**config.mk**
```make
export PLATFORM = sky130hd
export DESIGN_NAME = crf_core_state
export DESIGN_NICKNAME = d
export VERILOG_FILES = /design/src/crf_pkg.sv /design/src/crf_ptr_unit.sv /design/src/crf_core_state.sv
export VERILOG_INCLUDE_DIRS = /design/src
export SDC_FILE = /design/constraint.sdc
export NUM_CORES = 1
export LEC_CHECK = 0
export BUFFER_PORTS_ARGS = -buffer_cell sky130_fd_sc_hd__buf_2
export CAP_MARGIN = 20
export CORE_MARGIN = 4
export CORE_UTILIZATION = 46
export CTS_CLUSTER_DIAMETER = 60
export DETAILED_ROUTE_END_ITERATION = 16
export GPL_TIMING_DRIVEN = 0
export PLACE_DENSITY = 0.63
export SYNTH_ARGS = -nofsm -noshare
export SYNTH_HDL_FRONTEND = slang
export SYNTH_HIERARCHICAL = 1
export SYNTH_SLANG_ARGS = --single-unit
```
**constraint.sdc**
```tcl
create_clock -name SYS_CLK -period 7.8 [get_ports SYS_CLK]
set_clock_uncertainty 0.1 [all_clocks]
set_input_delay 1.17 -clock SYS_CLK [delete_from_list [all_inputs] [get_ports SYS_CLK]]
set_output_delay 1.17 -clock SYS_CLK [all_outputs]
set_load 0.02 [all_outputs]
```
**src/crf_defines.svh**
```systemverilog
// crf_defines.svh: offsets, field positions, reset values for the core state block
// assumes inclusion by bare name from the package and the design modules
`ifndef CRF_DEFINES_SVH
`define CRF_DEFINES_SVH

// status register bit positions
`define CRF_FLAG_C        0
`define CRF_FLAG_Z        1
`define CRF_FLAG_N        2
`define CRF_FLAG_V        3
`define CRF_FLAG_S        4
`define CRF_FLAG_H        5
`define CRF_FLAG_T        6
`define CRF_FLAG_I        7
`define CRF_FLAGS_RESET   8'h00

// io space offsets of the stack pointer bytes and status register
`define CRF_IO_SP_LOW     6'h3d
`define CRF_IO_SP_HIGH    6'h3e
`define CRF_IO_FLAGS      6'h3f

// data space window of the working registers and pointer pairs
`define CRF_REG_LAST      5'h1f
`define CRF_PTR_X_LOW     5'h1a
`define CRF_PTR_Y_LOW     5'h1c
`define CRF_PTR_Z_LOW     5'h1e

// vector table
`define CRF_RESET_VECTOR  16'h0000
`define CRF_VECTOR_STEP   16'h0002

`endif

```
**src/crf_pkg.sv**
```systemverilog
// crf_pkg.sv: types shared by the core state block and its pointer unit
// assumes crf_defines.svh on the include path
`include "crf_defines.svh"

package crf_pkg;

    // register file port scheme
    typedef enum logic [3:0] {
        CRF_ACC_R1W1   = 4'b0001,
        CRF_ACC_R2W1   = 4'b0010,
        CRF_ACC_R2W16  = 4'b0100,
        CRF_ACC_R16W16 = 4'b1000
    } crf_access_t;

    // stack pointer operation
    typedef enum logic [5:0] {
        CRF_SP_NONE = 6'b000001,
        CRF_SP_PUSH = 6'b000010,
        CRF_SP_POP  = 6'b000100,
        CRF_SP_CALL = 6'b001000,
        CRF_SP_RET  = 6'b010000,
        CRF_SP_IRQ_RETURN = 6'b100000
    } crf_spop_t;

    // pointer addressing mode
    typedef enum logic [3:0] {
        CRF_PM_NONE = 4'b0001,
        CRF_PM_DISP = 4'b0010,
        CRF_PM_INC  = 4'b0100,
        CRF_PM_DEC  = 4'b1000
    } crf_ptrmode_t;

    // flag results from the alu
    typedef struct packed {
        logic update_h;
        logic update_v;
        logic update_n;
        logic update_z;
        logic update_c;
        logic half;
        logic ovf;
        logic neg;
        logic zero;
        logic carry;
    } crf_flag_in_t;

    // register file request
    typedef struct packed {
        crf_access_t scheme;
        logic        wr_en;
        logic [4:0]  rd_a;
        logic [4:0]  rd_b;
        logic [4:0]  wr_addr;
        logic [15:0] wr_data;
    } crf_rf_req_t;

    // pointer request
    typedef struct packed {
        crf_ptrmode_t mode;
        logic [1:0]   sel;
        logic [5:0]   disp;
    } crf_ptr_req_t;

endpackage

```
**src/crf_ptr_unit.sv**
```systemverilog
// crf_ptr_unit.sv: effective address and updated pair for one indirect pointer
// assumes the caller supplies the current pair and writes back the update
`timescale 1ns/100ps
`include "crf_defines.svh"

module crf_ptr_unit (
    input  wire crf_pkg::crf_ptrmode_t mode,
    input  wire logic [15:0]           ptr_cur,
    input  wire logic [5:0]            disp,
    output logic [15:0]                eff_addr,
    output logic [15:0]                ptr_new,
    output logic                       ptr_wr
);
    wire logic [15:0] ptr_inc;
    wire logic [15:0] ptr_dec;
    wire logic [15:0] ptr_disp;

    // candidate addresses
    assign ptr_inc  = ptr_cur + 16'h0001;
    assign ptr_dec  = ptr_cur - 16'h0001;
    assign ptr_disp = ptr_cur + {10'h000, disp};

    // post increment, pre decrement, displacement leaves pair alone
    assign eff_addr = (mode == crf_pkg::CRF_PM_DEC)  ? ptr_dec  :
                      (mode == crf_pkg::CRF_PM_DISP) ? ptr_disp : ptr_cur;
    assign ptr_new  = (mode == crf_pkg::CRF_PM_DEC)  ? ptr_dec  : ptr_inc;
    assign ptr_wr   = (mode == crf_pkg::CRF_PM_INC) || (mode == crf_pkg::CRF_PM_DEC);
endmodule

```
**src/crf_core_state.sv**
```systemverilog
// crf_core_state.sv: status flags, working registers, pointers, stack pointer, interrupt gate
// assumes the alu and execute pipeline share SYS_CLK and drive requests one per cycle
`timescale 1ns/100ps
`include "crf_defines.svh"

module crf_core_state #(
    parameter int          SP_BITS   = 11,
    parameter logic [15:0] LAST_SRAM = 16'h04ff,
    parameter int          IRQ_NUM   = 8
) (
    input  wire logic                   SYS_CLK,
    input  wire logic                   RST_B,
    input  wire crf_pkg::crf_rf_req_t   RF_REQ,
    output logic [15:0]                 RF_OPA,
    output logic [7:0]                  RF_OPB,
    input  wire crf_pkg::crf_flag_in_t  FLAG_IN,
    input  wire logic                   FLAG_T_WR,
    input  wire logic                   FLAG_T_VAL,
    input  wire logic                   GIE_SET,
    input  wire logic                   GIE_CLR,
    input  wire crf_pkg::crf_ptr_req_t  PTR_REQ,
    output logic [15:0]                 PTR_ADDR,
    input  wire logic                   DS_WR,
    input  wire logic                   DS_RD,
    input  wire logic [15:0]            DS_ADDR,
    input  wire logic [7:0]             DS_WDATA,
    output logic [7:0]                  DS_RDATA,
    output logic                        DS_HIT,
    input  wire crf_pkg::crf_spop_t     SP_OP,
    output logic [15:0]                 STACK_PTR,
    input  wire logic [IRQ_NUM-1:0]     IRQ_PEND,
    input  wire logic [IRQ_NUM-1:0]     IRQ_EN,
    input  wire logic                   IRQ_ACK,
    output logic                        IRQ_TAKE,
    output logic [15:0]                 IRQ_VECTOR,
    output logic [7:0]                  FLAGS_OUT,
    input  wire logic [15:0]            FETCH_WORD,
    input  wire logic                   FETCH_VALID,
    output logic [15:0]                 EXEC_WORD
);
    localparam logic [15:0] SP_MASK = 16'((32'h1 << SP_BITS) - 32'h1);
    localparam bit          HAS_SPH = (SP_BITS > 8);

    // storage
    logic [7:0]  regs_r [0:31];
    logic [7:0]  flags_r;
    logic [7:0]  flags_nxt;
    logic [15:0] sp_r;
    logic [15:0] sp_nxt;
    logic [15:0] exec_r;
    logic [15:0] opa_r;
    logic [7:0]  opb_r;
    logic [7:0]  ds_rdata_r;
    logic        ds_hit_r;
    logic [15:0] ptr_addr_r;
    logic        irq_take_r;
    logic [15:0] irq_vec_r;

    // decode wires
    wire logic        rf_wide_wr;
    wire logic        ds_in_rf;
    wire logic        ds_sp_lo;
    wire logic        ds_sp_hi;
    wire logic        ds_flags;
    wire logic [4:0]  ptr_lo_idx;
    wire logic [15:0] ptr_cur;
    wire logic [15:0] ptr_new;
    wire logic        ptr_wr;
    wire logic [15:0] eff_addr;
    wire logic [15:0] sp_step;
    wire logic        sp_dn;
    wire logic        sp_up;
    wire logic [IRQ_NUM-1:0] irq_live;
    wire logic        irq_any;
    logic [15:0]      irq_idx;
    wire logic [4:0]  rd_a_hi;
    wire logic [4:0]  rf_wr_hi;

    // register file access scheme decode
    assign rf_wide_wr = (RF_REQ.scheme == crf_pkg::CRF_ACC_R2W16) ||
                        (RF_REQ.scheme == crf_pkg::CRF_ACC_R16W16);
    assign rd_a_hi    = RF_REQ.rd_a | 5'h01;
    assign rf_wr_hi   = RF_REQ.wr_addr | 5'h01;

    // data space decode: registers first, io window at 0x20 offset
    assign ds_in_rf = (DS_ADDR[15:5] == 11'h000);
    assign ds_sp_lo = (DS_ADDR == {10'h000, `CRF_IO_SP_LOW} + 16'h0020);
    assign ds_sp_hi = HAS_SPH && (DS_ADDR == {10'h000, `CRF_IO_SP_HIGH} + 16'h0020);
    assign ds_flags = (DS_ADDR == {10'h000, `CRF_IO_FLAGS} + 16'h0020);

    // pointer pair selection
    assign ptr_lo_idx = (PTR_REQ.sel == 2'd0) ? `CRF_PTR_X_LOW :
                        (PTR_REQ.sel == 2'd1) ? `CRF_PTR_Y_LOW : `CRF_PTR_Z_LOW;
    assign ptr_cur    = {regs_r[ptr_lo_idx | 5'h01], regs_r[ptr_lo_idx]};

    crf_ptr_unit u_ptr (
        .mode     (PTR_REQ.mode),
        .ptr_cur  (ptr_cur),
        .disp     (PTR_REQ.disp),
        .eff_addr (eff_addr),
        .ptr_new  (ptr_new),
        .ptr_wr   (ptr_wr)
    );

    // stack step size and direction
    assign sp_step = (SP_OP == crf_pkg::CRF_SP_CALL || SP_OP == crf_pkg::CRF_SP_RET ||
                      SP_OP == crf_pkg::CRF_SP_IRQ_RETURN || IRQ_ACK) ? 16'h0002 : 16'h0001;
    assign sp_dn   = (SP_OP == crf_pkg::CRF_SP_PUSH) || (SP_OP == crf_pkg::CRF_SP_CALL) || IRQ_ACK;
    assign sp_up   = (SP_OP == crf_pkg::CRF_SP_POP) || (SP_OP == crf_pkg::CRF_SP_RET) ||
                     (SP_OP == crf_pkg::CRF_SP_IRQ_RETURN);

    // per source gate by own enable and global enable
    genvar gi;
    generate
        for (gi = 0; gi < IRQ_NUM; gi++) begin : g_irq
            assign irq_live[gi] = IRQ_PEND[gi] & IRQ_EN[gi] & flags_r[`CRF_FLAG_I];
        end
    endgenerate
    assign irq_any = |irq_live;

    // lowest source wins, each has its own vector
    always_comb begin
        irq_idx = 16'h0000;
        for (int i = IRQ_NUM - 1; i >= 0; i--) begin
            if (irq_live[i]) begin
                irq_idx = 16'(i + 1);
            end
        end
    end

    // stack pointer next value, writes masked to implemented bits
    always_comb begin
        sp_nxt = sp_r;
        if (sp_dn) begin
            sp_nxt = (sp_r - sp_step) & SP_MASK;
        end else if (sp_up) begin
            sp_nxt = (sp_r + sp_step) & SP_MASK;
        end
        if (DS_WR && ds_sp_lo) begin
            sp_nxt = {sp_r[15:8], DS_WDATA} & SP_MASK;
        end
        if (DS_WR && ds_sp_hi) begin
            sp_nxt = {DS_WDATA, sp_r[7:0]} & SP_MASK;
        end
    end

    // flag next value; status is never pushed or popped here
    always_comb begin
        flags_nxt = flags_r;
        if (FLAG_IN.update_h) flags_nxt[`CRF_FLAG_H] = FLAG_IN.half;
        if (FLAG_IN.update_v) flags_nxt[`CRF_FLAG_V] = FLAG_IN.ovf;
        if (FLAG_IN.update_n) flags_nxt[`CRF_FLAG_N] = FLAG_IN.neg;
        if (FLAG_IN.update_z) flags_nxt[`CRF_FLAG_Z] = FLAG_IN.zero;
        if (FLAG_IN.update_c) flags_nxt[`CRF_FLAG_C] = FLAG_IN.carry;
        if (FLAG_T_WR) flags_nxt[`CRF_FLAG_T] = FLAG_T_VAL;
        if (DS_WR && ds_flags) flags_nxt = DS_WDATA;
        if (GIE_CLR) flags_nxt[`CRF_FLAG_I] = 1'b0;
        if (GIE_SET || SP_OP == crf_pkg::CRF_SP_IRQ_RETURN) flags_nxt[`CRF_FLAG_I] = 1'b1;
        if (IRQ_ACK) flags_nxt[`CRF_FLAG_I] = 1'b0;
        flags_nxt[`CRF_FLAG_S] = flags_nxt[`CRF_FLAG_N] ^ flags_nxt[`CRF_FLAG_V];
    end

    // working registers: alu result in same cycle, pointer and data writes
    always_ff @(posedge SYS_CLK) begin
        if (RF_REQ.wr_en && rf_wide_wr) begin
            regs_r[RF_REQ.wr_addr & 5'h1e] <= RF_REQ.wr_data[7:0];
            regs_r[rf_wr_hi]               <= RF_REQ.wr_data[15:8];
        end else if (RF_REQ.wr_en) begin
            regs_r[RF_REQ.wr_addr] <= RF_REQ.wr_data[7:0];
        end
        if (ptr_wr) begin
            regs_r[ptr_lo_idx]         <= ptr_new[7:0];
            regs_r[ptr_lo_idx | 5'h01] <= ptr_new[15:8];
        end
        if (DS_WR && ds_in_rf) begin
            regs_r[DS_ADDR[4:0]] <= DS_WDATA;
        end
    end

    // architectural state with reset
    always_ff @(posedge SYS_CLK or negedge RST_B) begin
        if (!RST_B) begin
            sp_r    <= LAST_SRAM & SP_MASK;
            flags_r <= `CRF_FLAGS_RESET;
        end else begin
            sp_r    <= sp_nxt;
            flags_r <= flags_nxt;
        end
    end

    // operand and lookup outputs registered
    always_ff @(posedge SYS_CLK or negedge RST_B) begin
        if (!RST_B) begin
            opa_r      <= 16'h0000;
            opb_r      <= 8'h00;
            ds_rdata_r <= 8'h00;
            ds_hit_r   <= 1'b0;
            ptr_addr_r <= 16'h0000;
        end else begin
            opa_r      <= (RF_REQ.scheme == crf_pkg::CRF_ACC_R16W16) ?
                          {regs_r[rd_a_hi], regs_r[RF_REQ.rd_a & 5'h1e]} :
                          {8'h00, regs_r[RF_REQ.rd_a]};
            opb_r      <= (RF_REQ.scheme == crf_pkg::CRF_ACC_R1W1) ? 8'h00 : regs_r[RF_REQ.rd_b];
            ds_hit_r   <= (DS_RD || DS_WR) && (ds_in_rf || ds_sp_lo || ds_sp_hi || ds_flags);
            ds_rdata_r <= ds_in_rf ? regs_r[DS_ADDR[4:0]] :
                          ds_sp_lo ? sp_r[7:0] :
                          ds_sp_hi ? sp_r[15:8] :
                          ds_flags ? flags_r : 8'h00;
            ptr_addr_r <= eff_addr;
        end
    end

    // interrupt and pipeline registers
    always_ff @(posedge SYS_CLK or negedge RST_B) begin
        if (!RST_B) begin
            irq_take_r <= 1'b0;
            irq_vec_r  <= `CRF_RESET_VECTOR;
            exec_r     <= 16'h0000;
        end else begin
            irq_take_r <= irq_any && !IRQ_ACK;
            irq_vec_r  <= irq_idx * `CRF_VECTOR_STEP;
            if (FETCH_VALID) begin
                exec_r <= FETCH_WORD;
            end
        end
    end

    // outputs straight from flip-flops
    assign RF_OPA     = opa_r;
    assign RF_OPB     = opb_r;
    assign PTR_ADDR   = ptr_addr_r;
    assign DS_RDATA   = ds_rdata_r;
    assign DS_HIT     = ds_hit_r;
    assign STACK_PTR  = sp_r;
    assign IRQ_TAKE   = irq_take_r;
    assign IRQ_VECTOR = irq_vec_r;
    assign FLAGS_OUT  = flags_r;
    assign EXEC_WORD  = exec_r;
endmodule

```
==> results of run 1 <==
final cells by class:
type                    instances  share of cell area
inverters                      15             0.00184
well taps                     756              0.0310
clock buffers                  57              0.0410
repair buffers                231              0.0455
plain buffers                 231              0.0362
flip-flops and latches        345               0.325
multi-input cells            1563               0.509
clock inverters                29              0.0101
worst max path at each step:
| stage | startpoint | to |
|---|---|---|
| after floorplan | PTR_REQ[6] | PTR_ADDR[14] |
| after global placement | PTR_REQ[6] | PTR_ADDR[14] |
| after detailed placement | PTR_REQ[6] | PTR_ADDR[14] |
| after CTS | PTR_REQ[6] | PTR_ADDR[14] |
| after global routing | PTR_REQ[6] | regs_r[31][2] |
| final | PTR_REQ[6] | regs_r[31][2] |
per-stage QoR:
stage	cells	setup slack (ns)	power, mW
after floorplan	2154	3.15	2.99
after global placement	3104	2.15	3.49
after detailed placement	3132	2.04	3.52
after CTS	3218	2.68	5.72
after global routing	3227	2.47	5.89
final	3227	2.67	5.76
Yosys cell counts, drive strengths merged (23+ instances only):
library cell and instances:
dfrtp 80, nor2 207, o21ai 71, mux2i 199
buf 81, a22oi 25, nand3 25, edfxtp 256
mux2 121, a211oi 23, nand2 134, nor3 27
mux4 296, a21oi 159, clkbuf 141
layer usage:
metal,share of wire,wire length (um),up-vias
li1,-,-,9008
met3,0.15,20100,415
met1,0.36,47200,11598
met5,0,0,-
met2,0.41,53500,2050
met4,0.074,9610,0
state kept, by name, indices dropped and copies added (netlist names):
register	flops
RF_OPA	16
STACK_PTR	11
regs_r	256
DS_RDATA	8
EXEC_WORD	16
RF_OPB	8
DS_HIT	1
FLAGS_OUT	8
PTR_ADDR	16
IRQ_TAKE	1
IRQ_VECTOR	4
tightest hold or removal path: stages (launching register included):
cell and delay (ns):
dfstp_2 0.38, nand2_1 0.05, o21ai_0 0.07
cell families after synthesis:
group,after synthesis
compound gates,376
xor+xnor,40
fa+ha+maj,20
buf+inv,246
flops,345
mux,616
other cells,1
simple gates,494
power by group:
part	switching [mW]	total (mW)	internal (mW)
logic	0.812	1.33	0.523
clock network	0.917	2.23	1.32
registers	0.109	2.19	2.08
==> out/qor.csv, run 1 <==
stage;metric;value;unit
status;outcome;finished, final reports clean;
min_path;hold_path_class;reg -> reg;
clocking;htree_levels;2;
clocking;cts_tree;built;
grt;grt_antenna_before_repair;4;
synth;syn_inst;2138;
setup_path;cp_slowest_stage_delay;0.68;ns
grt;grt_max_degree;64;
clocking;cts_sinks;345;
clocking;hold_buffers;0;
synth;avgSynthCellArea;12.4;sq um
setup_path;crit_type;in -> reg;
routing;vias_per_cell;7.15;
die;start_util;0.468;
layout;stdcell_area;30600;sq um
placement;io_buffers;194;
clocking;clkTransAtPathRegs;0.06;ns
timing;post-route-min-period;5.13;ns
power_and_ir_drop;p_per_area;189;nW/um^2
flow_run;drv_cap;0;
layout;multi_input_comb_area;15600;sq um
routing;vias;23071;
synth;ys_seq_area_frac;0.374;
die;rows;87;
placement;place.gp.congestion;1.06;
synth;synth_top_cell_by_area;edfxtp_1;
synth;async_reset_ff_frac;0.258;
layout;fillers;4849;
setup_path;critPathArrivalTime;5.48;ns
synth;synth_warnings;6;
die;die_w;248;um
timing;tns;0;ns
die;ioPinCount;236;
synth;synth_edf_count;256;
grt;grt_busiest_layer;met2;
min_path;hold_start;STACK_PTR[0];
setup_path;path_cells;clkbuf_1 > buf_1 > mux2i_1 > o21ai_0 > clkbuf_1 > or4_1 > or4b_1 > xnor2_1 > nor2_1 > a21oi_1 > nor2_1 > a211oi_1 > a21o_1;
timing;drv_slew;0;
placement;postPlaceCellArea;28900;sq um
min_path;hold_depth;2;
grt;grt_use_met1;0.557;
synth;synthMuxAreaShare;0.381;
synth;synth-seq-cells;345;
timing;slew_headroom;0.120;
power_and_ir_drop;leakagePower;12.3;nW
setup_path;start_kind;primary input;
timing;fin_crit_sh;0.657;
synth;synth_top_family_by_area;multiplexers;
synth;yosysTopAreaCellShare;0.290;
grt;grt_use_met2;0.587;
setup_path;path_depth;13;
routing;antenna_left;0;
synth;synth_xor_area_frac;0.0132;
clocking;clockRootBuffer;clkbuf_16;
min_path;whs_endpoint;STACK_PTR[0];
setup_path;crit_path_max_fanout;10;
timing;hold_slack;0.397;ns
timing;hold_viol_final;0;
routing;post_drt_wl_per_cell;40.4;um
synth;synth_compound_area_frac;0.0861;
setup_path;regToRegStartpoint;regs_r[28][5];
routing;first_iter_violations;3648;
die;core;56700;sq um
setup_path;rr_worst_depth;11;
layout;diodes;0;
synth;yosys-top-cells-area;edfxtp_1, mux4_2, dfrtp_1, mux2i_1, mux2_2;
clocking;clock_latency;0.61;ns
synth;synthAdderAreaFrac;0.00999;
setup_path;rr_endpoint;regs_r[31][2];
grt;track_usage;0.419;
setup_path;r2r_slack;4.01;ns
die;die_y;248;um
clocking;cts.path.max_buffers;3;
routing;dr.pass1.iters;6;
layout;layout_common_cells;mux4_2, edfxtp_1, buf_2;
layout;seq_area;9930;sq um
grt;first_global_vias;21788;
setup_path;cp_slowest_cell;buf_1;
layout;layout_commonest_cell;mux4_2;
layout;drive_gt1_frac;0.340;
synth;synth_cell_type_count;83;
routing;drt-total-wl;130000;um
clocking;cts_buffers;46;
layout;post-route-util;0.539;
clocking;ctsResizeCount;0;
power_and_ir_drop;ir_worst_vdd;0.205;mV
synth;synthSimpleGateAreaFrac;0.0917;
grt;grt.overflow.total;0;
layout;syn_to_final_growth;15.1;%
grt;grt_pass1_wl;176000;um
grt;use_met3;0.161;
timing;setup_viol;0;
setup_path;end_kind;register;
setup_path;cpLargestDelayFamily;buffers and inverters;
timing;worstMarginPinSlew;1.32;ns
setup_path;cp_num_buf_inv;3;
setup_path;worstPathRequired;8.16;ns
synth;synth_area;26500;sq um
placement;hpwl;101000;um
timing;fmax;195;MHz
routing;drc;0;
synth;synthFlopType;edfxtp_1;
clocking;cts_setup_buffers;0;
layout;nets;2583;
timing;rsz0062_at_grt;no;
die;fp.dieArea;61600;sq um
(Power assumes the default switching activity.)
==> run 2: changes to the inputs <==
PLACE_DENSITY = 0.66   (was 0.63)
clock period = 4.2 ns   (was 7.8 ns; I/O delays follow)
==> run 2 against run 1 <==
Sequential share of layout area up 0.13 points. Non-clock buffer count unchanged. Die area unchanged. Largest cell class unchanged. Largest power group is now sequential cells.
==> out/qor.csv, run 2 (synthesized netlist as in run 1, its figures left out) <==
stage;metric;value;unit;change
status;outcome;finished, final reports clean;;unchanged
layout;layout_common_cells;mux4_2, edfxtp_1, buf_2;;unchanged
placement;postPlaceCellArea;28900;sq um;about the same
layout;post-route-util;0.537;;was 0.539
grt;first_global_vias;21899;;was 21788
clocking;cts_sinks;345;;unchanged
timing;setup_viol;0;;unchanged
routing;first_iter_violations;3967;;was 3648
grt;grt.overflow.total;0;;unchanged
layout;nets;2583;;unchanged
placement;hpwl;102000;um;was 101000 um
routing;post_drt_wl_per_cell;40.9;um;was 40.4 um
power_and_ir_drop;p_per_area;344;nW/um^2;was 189 nW/um^2
layout;largest_register;regs_r;;unchanged
routing;dr.pass1.iters;6;;unchanged
setup_path;worstPathRequired;4.57;ns;was 8.16 ns
min_path;hold_path_class;in -> reg;;was reg -> reg
placement;place.gp.congestion;1.06;;about the same
setup_path;crit_path_max_fanout;10;;unchanged
timing;tns;0;ns;unchanged
timing;fmax;254;MHz;
timing;worstMarginPinSlew;1.27;ns;was 1.32 ns
setup_path;critPathArrivalTime;4.31;ns;was 5.48 ns
layout;largest_reg_flops;256;;unchanged
clocking;cts_tree;built;;unchanged
die;fp.dieArea;61600;sq um;unchanged
clocking;htree_levels;2;;unchanged
die;core;56700;sq um;unchanged
timing;slew_headroom;0.152;;was 0.120
layout;syn_to_final_growth;14.7;%;was 15.1%
grt;grt_pass1_wl;178000;um;was 176000 um
grt;grt_max_degree;63;;was 64
clocking;clock_latency;0.62;ns;was 0.61 ns
clocking;cts_setup_buffers;0;;unchanged
layout;drive_gt1_frac;0.340;;about the same
layout;diodes;0;;unchanged
min_path;hold_depth;2;;unchanged
die;die_w;248;um;unchanged
routing;vias;23138;;was 23071
placement;io_buffers;194;;unchanged
layout;stdcell_area;30400;sq um;was 30600 sq um
routing;drt-total-wl;132000;um;was 130000 um
layout;seq_area;9930;sq um;unchanged
clocking;clockRootBuffer;clkbuf_16;;unchanged
die;ioPinCount;236;;unchanged
routing;vias_per_cell;7.17;;was 7.15
routing;antenna_left;0;;unchanged
power_and_ir_drop;ir_worst_vdd;0.398;mV;was 0.205 mV
die;die_y;248;um;unchanged
routing;drc;0;;unchanged
die;start_util;0.468;;unchanged
die;rows;87;;unchanged
timing;rsz0062_at_grt;no;;unchanged
flow_run;drv_cap;0;;unchanged
power_and_ir_drop;leakagePower;12.2;nW;was 12.3 nW
setup_path;end_kind;register;;unchanged
clocking;cts_buffers;46;;unchanged
timing;hold_viol_final;0;;unchanged
clocking;clkTransAtPathRegs;0.06;ns;about the same
layout;multi_input_comb_area;15500;sq um;was 15600 sq um
setup_path;rr_worst_depth;11;;unchanged
timing;hold_slack;0.156;ns;was 0.397 ns
setup_path;crit_type;in -> reg;;unchanged
grt;grt_antenna_before_repair;9;;was 4
setup_path;start_kind;primary input;;unchanged
timing;drv_slew;0;;unchanged
timing;post-route-min-period;3.93;ns;
layout;layout_commonest_cell;mux4_2;;unchanged
layout;fillers;4937;;was 4849
grt;track_usage;0.425;;was 0.419
clocking;cts.path.max_buffers;3;;unchanged
timing;fin_crit_sh;0.936;;
==> run 2: critical path: stages <==
cell      delay [ns]
clkbuf_1        0.37
clkbuf_1        0.46
o21ai_0         0.53
or4_1           0.74
nor3_2          0.29
nand2_1         0.17
o32a_1          0.33
xnor2_1         0.30
nor2_1          0.09
a211oi_1        0.26
a21o_1          0.12
==> run 2: area by class of cell <==
cell class              count  share of cell area
well taps                 756              0.0311
clock inverters            23             0.00666
repair buffers            231              0.0453
inverters                  15             0.00185
plain buffers             231              0.0365
clock buffers              63              0.0416
flip-flops and latches    345               0.326
multi-input cells        1563               0.511
==> run 2: worst paths after layout <==
| check | start | endpoint | slack (ns) |
|---|---|---|---|
| hold / removal | FETCH_WORD[11] | EXEC_WORD[11] | 0.16 |
| min in group asynchronous | RST_B | PTR_ADDR[13] | 0.45 |
| setup / recovery | PTR_REQ[7] | regs_r[27][5] | 0.27 |
| max in group asynchronous | RST_B | RF_OPA[3] | 2.88 |
| setup reg to reg | regs_r[28][2] | regs_r[31][0] | 0.53 |
| hold reg to reg | STACK_PTR[0] | STACK_PTR[0] | 0.40 |
==> run 2: timing repair <==
action / 4_1_cts / 5_1_grt
endpoints found under the hold margin: 24 / 0
hold buffers: 1 / 0
gates resized for setup: 1 / 2
setup endpoints to repair: 8 / 9
==> run 2: power breakdown <==
group | total (mW) | switching (mW) | internal (mW) | leakage (nW)
clock | 3.91 | 1.71 | 2.20 | 0.724
sequential | 4.08 | 0.212 | 3.87 | 3.39
combinational | 2.48 | 1.51 | 0.971 | 8.09
total | 10.5 | 3.43 | 7.05 | 12.2
==> run 2: layer usage <==
| metal | vias up | wire length (um) | track usage |
|---|---|---|---|
| met1 | 11686 | 47800 | 0.571 |
| met2 | 2045 | 54900 | 0.601 |
| met5 | - | 7 | 0 |
| met3 | 397 | 20500 | 0.167 |
| li1 | 9008 | - | - |
| met4 | 2 | 8680 | 0.218 |
==> run 2: per-stage QoR <==
step / power [mW] / cells / setup WS (ns)
2_1_floorplan: 5.56 / 2154 / 0.0920
3_3_place_gp: 6.48 / 3104 / -1.16
3_5_place_dp: 6.54 / 3135 / -0.746
4_1_cts: 10.4 / 3222 / 0.128
5_1_grt: 10.7 / 3227 / 0.0574
6_report: 10.5 / 3227 / 0.267
